## src/rtl/oscsc_pkg.sv

```systemverilog
// oscsc_pkg: constants and carrier types for the clock source control block
// assumes a single 250 MHz system clock domain
package oscsc_pkg;

	localparam logic [2:0] ADDR_CLOCK_CTRL = 3'h0;
	localparam logic [2:0] ADDR_TRIM_COARSE = 3'h1;
	localparam logic [2:0] ADDR_TRIM_FINE = 3'h2;
	localparam logic [2:0] ADDR_SLEEP_CTRL = 3'h3;

	// clock control bit positions, then BIT_RANGE, which sits in the coarse trim register
	localparam int BIT_RC_ON = 0;
	localparam int BIT_XTAL_ON = 1;
	localparam int BIT_RC_COLD = 2;
	localparam int BIT_WARMUP = 3;
	localparam int BIT_BIAS = 4;
	localparam int BIT_EXT_ALLOW = 5;
	localparam int BIT_EXT_PRES = 6;
	localparam int BIT_CPU_SEL = 7;
	localparam int BIT_RANGE = 4;

	localparam logic [3:0] COARSE_RST = 4'h0;
	localparam logic [5:0] FINE_RST = 6'h20;
	localparam logic       RANGE_RST = 1'b0;
	localparam logic       BIAS_RST = 1'b1;

	localparam int WARMUP_CYCLES = 32768;
	// 32768 edges: counts 0..7fff, the edge seen at 7fff ends warm-up
	localparam logic [15:0] WARMUP_LAST = 16'h7fff;
	localparam logic [2:0] EXT_PULSES = 3'h4;

	localparam int HIGH_LINE_128 = 6;
	localparam int EVENT_LINE_128 = 5;
	localparam int MID_LINE_1 = 3;
	localparam int EVENT_LINE_1 = 1;

	typedef enum logic [1:0] {
		OSCSC_SRC_RC,
		OSCSC_SRC_XTAL,
		OSCSC_SRC_EXT,
		OSCSC_SRC_OFF
	} oscsc_src_t;

	typedef struct packed {
		logic       osc_on;
		logic       bias_on;
		logic       decade;
		logic [3:0] coarse;
		logic [5:0] fine;
	} oscsc_rc_ctrl_t;

	typedef struct packed {
		logic [7:0] irq_high;
		logic [7:0] irq_mid;
		logic [7:0] events;
	} oscsc_tick_map_t;

endpackage

```

## src/rtl/oscsc_top.sv

```systemverilog
// oscsc_top: clock source control, register file and tick routing
// assumes crystal and external clock edges arrive as synchronous pulses
// Operation
// - route 128 Hz and 1 Hz ticks
// - rc on and selected after reset/sleep
// - two rc ranges with coarse fine trim
// - rc_osc_on gates oscillator and clock
// - sleep enables rc oscillator
// - bias hold keeps rc bias when off
// - decade range multiplies frequency by ten
// - coarse trim scales by code plus one
// - mask first 32768 crystal cycles
// - reset/sleep clear crystal, set warmup flag
// - clearing crystal_osc_on stops crystal
// - sleep stops crystal oscillator
// - external clock blocks crystal enable
// - external present after four pulses
// - cpu source select priority
//
// Design decisions made here: the plain strobed port and the address map.
`timescale 1ns/1ps
`default_nettype none

module oscsc_top (
	// clock and reset
	input  wire logic                     clk,
	input  wire logic                     rst_n,
	// register port
	input  wire logic [2:0]               reg_addr,
	input  wire logic [7:0]               reg_wdata,
	input  wire logic                     reg_wr,
	input  wire logic                     reg_rd,
	output logic      [7:0]               reg_rdata,
	// clock source events
	input  wire logic                     sleep_req,
	input  wire logic                     rc_edge,
	input  wire logic                     xtal_edge,
	input  wire logic                     ext_edge,
	// prescaler ticks
	input  wire logic                     tick_128hz,
	input  wire logic                     tick_1hz,
	// analog controls and clock gating
	output oscsc_pkg::oscsc_rc_ctrl_t     rc_ctrl,
	output logic                          xtal_run,
	output logic                          xtal_clk_valid,
	output logic                          rc_clk_gate,
	output oscsc_pkg::oscsc_src_t         cpu_src,
	// tick routing to interrupt and event managers
	output oscsc_pkg::oscsc_tick_map_t    tick_map
);

	logic        rc_on_r, rc_on_nxt;
	logic        xtal_on_r, xtal_on_nxt;
	logic        warm_r, warm_nxt;
	logic        bias_r, bias_nxt;
	logic        ext_allow_r, ext_allow_nxt;
	logic        ext_pres_r, ext_pres_nxt;
	logic        cpu_sel_r, cpu_sel_nxt;
	logic        rc_cold_r, rc_cold_nxt;
	logic        range_r, range_nxt;
	logic [3:0]  coarse_r, coarse_nxt;
	logic [5:0]  fine_r, fine_nxt;
	logic [15:0] warm_cnt_r, warm_cnt_nxt;
	logic [2:0]  ext_cnt_r, ext_cnt_nxt;
	logic [7:0]  rdata_r, rdata_nxt;
	logic        sleep_r, sleep_nxt;
	logic        wr_clk, wr_sleep;

	function automatic logic wr_hit(input logic [2:0] a);
		wr_hit = reg_wr && (reg_addr == a);
	endfunction

	assign wr_clk = wr_hit(oscsc_pkg::ADDR_CLOCK_CTRL);
	assign wr_sleep = wr_hit(oscsc_pkg::ADDR_SLEEP_CTRL);

	always_comb begin
		rc_on_nxt = rc_on_r;
		xtal_on_nxt = xtal_on_r;
		warm_nxt = warm_r;
		bias_nxt = bias_r;
		ext_allow_nxt = ext_allow_r;
		ext_pres_nxt = ext_pres_r;
		cpu_sel_nxt = cpu_sel_r;
		rc_cold_nxt = rc_cold_r;
		range_nxt = range_r;
		coarse_nxt = coarse_r;
		fine_nxt = fine_r;
		warm_cnt_nxt = warm_cnt_r;
		ext_cnt_nxt = ext_cnt_r;
		sleep_nxt = sleep_r;
		if (wr_clk) begin
			rc_on_nxt = reg_wdata[oscsc_pkg::BIT_RC_ON];
			// set attempts are dropped while external clock is involved
			xtal_on_nxt = reg_wdata[oscsc_pkg::BIT_XTAL_ON] &&
				!ext_pres_r && !ext_allow_r;
			bias_nxt = reg_wdata[oscsc_pkg::BIT_BIAS];
			ext_allow_nxt = reg_wdata[oscsc_pkg::BIT_EXT_ALLOW];
			cpu_sel_nxt = reg_wdata[oscsc_pkg::BIT_CPU_SEL];
		end
		if (wr_hit(oscsc_pkg::ADDR_TRIM_COARSE)) begin
			range_nxt = reg_wdata[oscsc_pkg::BIT_RANGE];
			coarse_nxt = reg_wdata[3:0];
		end
		if (wr_hit(oscsc_pkg::ADDR_TRIM_FINE)) begin
			fine_nxt = reg_wdata[5:0];
		end
		if (rc_on_r && rc_edge) begin
			rc_cold_nxt = 1'b0;
		end
		// warmup counter only runs on crystal edges while enabled
		if (!xtal_on_r || (xtal_on_nxt && !xtal_on_r)) begin
			warm_cnt_nxt = 16'h0000;
		end else if (warm_r && xtal_edge) begin
			if (warm_cnt_r == oscsc_pkg::WARMUP_LAST) begin
				warm_nxt = 1'b0;
			end else begin
				warm_cnt_nxt = warm_cnt_r + 16'h0001;
			end
		end
		if (!xtal_on_r) begin
			warm_nxt = 1'b1;
		end
		if (!ext_allow_r) begin
			ext_cnt_nxt = 3'h0;
			ext_pres_nxt = 1'b0;
		end else if (ext_edge && !ext_pres_r) begin
			ext_cnt_nxt = ext_cnt_r + 3'h1;
			if (ext_cnt_r + 3'h1 == oscsc_pkg::EXT_PULSES) begin
				ext_pres_nxt = 1'b1;
			end
		end
		if (wr_sleep) begin
			sleep_nxt = reg_wdata[0];
		end
		if (sleep_req || sleep_r) begin
			rc_on_nxt = 1'b1;
			cpu_sel_nxt = 1'b0;
			xtal_on_nxt = 1'b0;
			warm_nxt = 1'b1;
			rc_cold_nxt = 1'b1;
			warm_cnt_nxt = 16'h0000;
			sleep_nxt = 1'b0;
		end
	end

	always_comb begin
		rdata_nxt = 8'h00;
		if (reg_rd) begin
			case (reg_addr)
				oscsc_pkg::ADDR_CLOCK_CTRL: begin
					rdata_nxt = {cpu_sel_r, ext_pres_r, ext_allow_r, bias_r,
						warm_r, rc_cold_r, xtal_on_r, rc_on_r};
				end
				oscsc_pkg::ADDR_TRIM_COARSE: begin
					rdata_nxt = {3'h0, range_r, coarse_r};
				end
				oscsc_pkg::ADDR_TRIM_FINE: begin
					rdata_nxt = {2'h0, fine_r};
				end
				default: begin
					rdata_nxt = 8'h00;
				end
			endcase
		end
	end

	always_ff @(posedge clk or negedge rst_n) begin
		if (!rst_n) begin
			rc_on_r <= 1'b1;
			xtal_on_r <= 1'b0;
			warm_r <= 1'b1;
			bias_r <= oscsc_pkg::BIAS_RST;
			ext_allow_r <= 1'b0;
			ext_pres_r <= 1'b0;
			cpu_sel_r <= 1'b0;
			rc_cold_r <= 1'b1;
			range_r <= oscsc_pkg::RANGE_RST;
			coarse_r <= oscsc_pkg::COARSE_RST;
			fine_r <= oscsc_pkg::FINE_RST;
			warm_cnt_r <= 16'h0000;
			ext_cnt_r <= 3'h0;
			rdata_r <= 8'h00;
			sleep_r <= 1'b0;
		end else begin
			rc_on_r <= rc_on_nxt;
			xtal_on_r <= xtal_on_nxt;
			warm_r <= warm_nxt;
			bias_r <= bias_nxt;
			ext_allow_r <= ext_allow_nxt;
			ext_pres_r <= ext_pres_nxt;
			cpu_sel_r <= cpu_sel_nxt;
			rc_cold_r <= rc_cold_nxt;
			range_r <= range_nxt;
			coarse_r <= coarse_nxt;
			fine_r <= fine_nxt;
			warm_cnt_r <= warm_cnt_nxt;
			ext_cnt_r <= ext_cnt_nxt;
			rdata_r <= rdata_nxt;
			sleep_r <= sleep_nxt;
		end
	end

	assign reg_rdata = rdata_r;
	// bias held only when requested; a running rc always needs it
	assign rc_ctrl = '{osc_on: rc_on_r, bias_on: rc_on_r | bias_r,
		decade: range_r, coarse: coarse_r, fine: fine_r};
	assign rc_clk_gate = rc_on_r;
	assign xtal_run = xtal_on_r;
	assign xtal_clk_valid = xtal_on_r && !warm_r;

	always_comb begin
		if (!cpu_sel_r) begin
			cpu_src = rc_on_r ? oscsc_pkg::OSCSC_SRC_RC
				: oscsc_pkg::OSCSC_SRC_OFF;
		end else if (xtal_on_r && !ext_pres_r && !ext_allow_r) begin
			cpu_src = oscsc_pkg::OSCSC_SRC_XTAL;
		end else begin
			cpu_src = oscsc_pkg::OSCSC_SRC_EXT;
		end
	end

	always_comb begin
		tick_map = '0;
		tick_map.irq_high[oscsc_pkg::HIGH_LINE_128] = tick_128hz;
		tick_map.events[oscsc_pkg::EVENT_LINE_128] = tick_128hz;
		tick_map.irq_mid[oscsc_pkg::MID_LINE_1] = tick_1hz;
		tick_map.events[oscsc_pkg::EVENT_LINE_1] = tick_1hz;
	end
endmodule

`default_nettype wire

```

## config.mk

```make
export PLATFORM = sky130hd
export DESIGN_NAME = oscsc_top
export DESIGN_NICKNAME = d
export VERILOG_FILES = /design/src/rtl/oscsc_pkg.sv /design/src/rtl/oscsc_top.sv
export SDC_FILE = /design/constraint.sdc
export NUM_CORES = 1
export LEC_CHECK = 0
export ABC_AREA = 0
export BUFFER_PORTS_ARGS = -buffer_cell sky130_fd_sc_hd__buf_4
export CAP_MARGIN = 5
export CORE_MARGIN = 5
export CORE_UTILIZATION = 56
export CTS_CLUSTER_SIZE = 14
export DETAILED_ROUTE_END_ITERATION = 7
export PLACE_DENSITY = 0.94
export SYNTH_ARGS = -nofsm -noshare
export SYNTH_HDL_FRONTEND = slang
export SYNTH_SLANG_ARGS = --single-unit
export TNS_END_PERCENT = 5
```

## constraint.sdc

```tcl
create_clock -name clk -period 5.06 [get_ports clk]
set_clock_uncertainty 0.05 [all_clocks]
set_input_delay 0.759 -clock clk [delete_from_list [all_inputs] [get_ports clk]]
set_output_delay 0.759 -clock clk [all_outputs]
set_load 0.05 [all_outputs]
```

==> flow_summary.ini <==
[sta]
hold_viol_final = 0
tightestPinTransition_ns = 1.02
setup_slack_ns = 2.72
final.period_utilization_pct = 46.2
setup_viol = 0
post-route-min-period_ns = 2.34
tns_ns = 0
max_freq_mhz = 428
whs_ns = 0.400
slew_headroom_pct = 31.7
rsz0062_at_grt = no
slew_viol_final = 0

[grt]
top_usage_layer = met2
grt_use_met2_pct = 32.4
grt_pass1_vias = 2005
grt_pass1_wl_um = 9180
grtUsageMet1_pct = 22.0
grt_antenna_before_repair = 0
gr-total-overflow = 0
grt_usage_pct = 18.9
grt_max_degree = 48
grt_use_met3_pct = 5.32

[worst_setup_path]
critPathMaxFanout = 7
cp.required_ns = 4.25
cp_data_arrival_time_ns = 1.53
crit_path_start_kind = register
end_kind = output port
reg2reg_depth = 5
worst-setup-path-type = reg2out

[final_layout]
nFillCells = 339
multi_input_area_mm2 = 0.00113
drive_above_1_share_pct = 27.1
regArea_mm2 = 0.00118
finish.net_count = 307
diodes = 0
layout-area-overhead-vs-synth_pct = 14.0

[drt]
drcViolationCount = 0
antenna_left = 0
vias = 1924
wl_um = 5450
wl_per_cell_um = 16.2
first_iter_violations = 124
drt_pass1_iterations = 4
drt-vias-per-instance = 5.73

[cts]
cts.sinks = 47
clock_path_buffers = 2
cts_resized = 0
cts_tree = yes
clk_latency_ns = 0.30
cts-buffers-inserted = 5
ctsHoldBuffers = 0
path_clk_slew_ns = 0.09
cts_htree_levels = 2
root_buffer = clkbuf_8
postCtsSetupBuffers = 0

[synth]
yosys.area.top_type = dfrtp_1
yosysSeqAreaShare_pct = 47.8
synth-edff-count = 0
synthCells = 244
synth_top_area_share_pct = 42.5
avgSynthCellArea_um2 = 10.1
ys_types = 43
synth_common_cells = dfrtp_1, buf_4, nand2_1, nor2_1, a21oi_1
synthTopCellsByArea = dfrtp_1, buf_4, mux2_2
synth_ff_type = dfrtp_1
synth_seq_cells = 47
async_reset_ff_share_pct = 100
synth_warnings = 0
syn-cell-area_mm2 = 0.00247
yosysMostFrequentCell = dfrtp_1

[power]
seqPwrFrac_pct = 47.6
power_density_mw_per_mm2 = 324
p_int_mw = 0.592
pwr-share-comb_pct = 25.8
switchingPower_mw = 0.322
p_leak_nw = 1.25
p_clk_share_pct = 26.6
ir_drop_mv = 0.250
finalPower_mw = 0.914
switching_share_pct = 35.2

[floorplanning]
die_area_mm2 = 0.00584
die_height_um = 76.4
rows = 24
start_util_pct = 57.1
core_region_area_mm2 = 0.00432
dieWidth_um = 76.4
io_pins = 71

[place]
gp_congestion = 0.845
post-place-ws_ns = 2.56
hpwlAfterDp_um = 3980
io_buffers = 43

[run_status]
status = complete, no violations

[flow_run]
drv_cap = 0

[worst_hold_path]
worst_hold_path_type = in2async
==> power by group through the flow <==
stage                     combinational, mW  sequential (mW)  clock, mW
after floorplan                       0.118            0.507          0
after global placement                0.230            0.439          0
after detailed placement              0.237            0.441          0
final                                 0.236            0.435      0.243
after CTS                             0.237            0.434      0.247
after global routing                  0.249            0.439      0.265
==> per-layer routing <==
metal | vias up | wire, um | share of wire (%)
met5 | - | 0 | 0
li1 | 904 | - | -
met3 | 10 | 374 | 6.9
met1 | 941 | 2190 | 40
met2 | 69 | 2790 | 51
met4 | 0 | 87 | 1.6
==> through the flow <==
| stage | instance area [um^2] | instances | util, % |
|---|---|---|---|
| floorplan | 2540 | 263 | - |
| global placement | 2720 | 328 | 62.8 |
| detailed placement | 2720 | 328 | 62.8 |
| CTS | 2820 | 336 | 65.1 |
| global route | 2820 | 336 | 65.1 |
| finish | 2820 | 336 | 65.1 |
==> cells in the final DEF (no fill, tap or decap), drive strengths merged, types with 8 or more instances in the layout <==
| cell type | synthesis | routed |
|---|---|---|
| nor2 | 17 | 17 |
| mux2 | 13 | 13 |
| buf | 28 | 44 |
| nand2 | 17 | 17 |
| mux2i | 10 | 10 |
| nor3 | 9 | 9 |
| o21ai | 8 | 8 |
| a21oi | 16 | 16 |
| nand4 | 9 | 9 |
| conb | 1 | 20 |
| dfrtp | 42 | 42 |
==> final timing paths <==
kind | start | endpoint | slack (ns)
worst min-delay path | rst_n | warm_cnt_r[3] | 0.40
worst max-delay path | ext_allow_r | cpu_src[1] | 2.72
max in group asynchronous | rst_n | bias_r | 4.18
worst max register to register | warm_cnt_r[0] | warm_cnt_r[14] | 2.94
worst min register to register | rc_cold_r | rc_cold_r | 0.44
min in group clk | rc_cold_r | rc_cold_r | 0.44
==> worst max-delay path: stages, from the launching register on <==
cell and delay [ns]:
dfrtp_1 0.46, nor2_1 0.10, nand3_1 0.12, a21boi_0 0.29
buf_4 0.26
==> flip-flops by register name (all words and copies together) (netlist names), 3 cells and up <==
| name | flops |
|---|---|
| reg_rdata | 8 |
| ext_cnt_r | 3 |
| fine_r | 6 |
| warm_cnt_r | 16 |
| coarse_r | 4 |
==> layout make-up <==
type	count	share of cell area, %
multi-input combinational	183	40.2
timing repair buffer	44	11.7
clock inverter	2	0.578
clock buffer	6	2.93
tap	52	2.31
sequential	47	42.0
inverter	2	0.267
==> logic make-up (layout without fill, tap and decap cells) <==
logic type	after synthesis	count (layout)	share of synthesized area, %
and+or+nand+nor	97	97	21.5
DFF	47	47	47.8
AOI/OAI and AO/OA	37	37	8.76
buffers and inverters	33	54	9.22
muxes	23	23	9.97
adders and majority gates	3	3	1.52
xor gates and xnor gates	3	3	1.06
other	1	20	0.152
No activity file was read; power rests on OpenSTA's default activity.
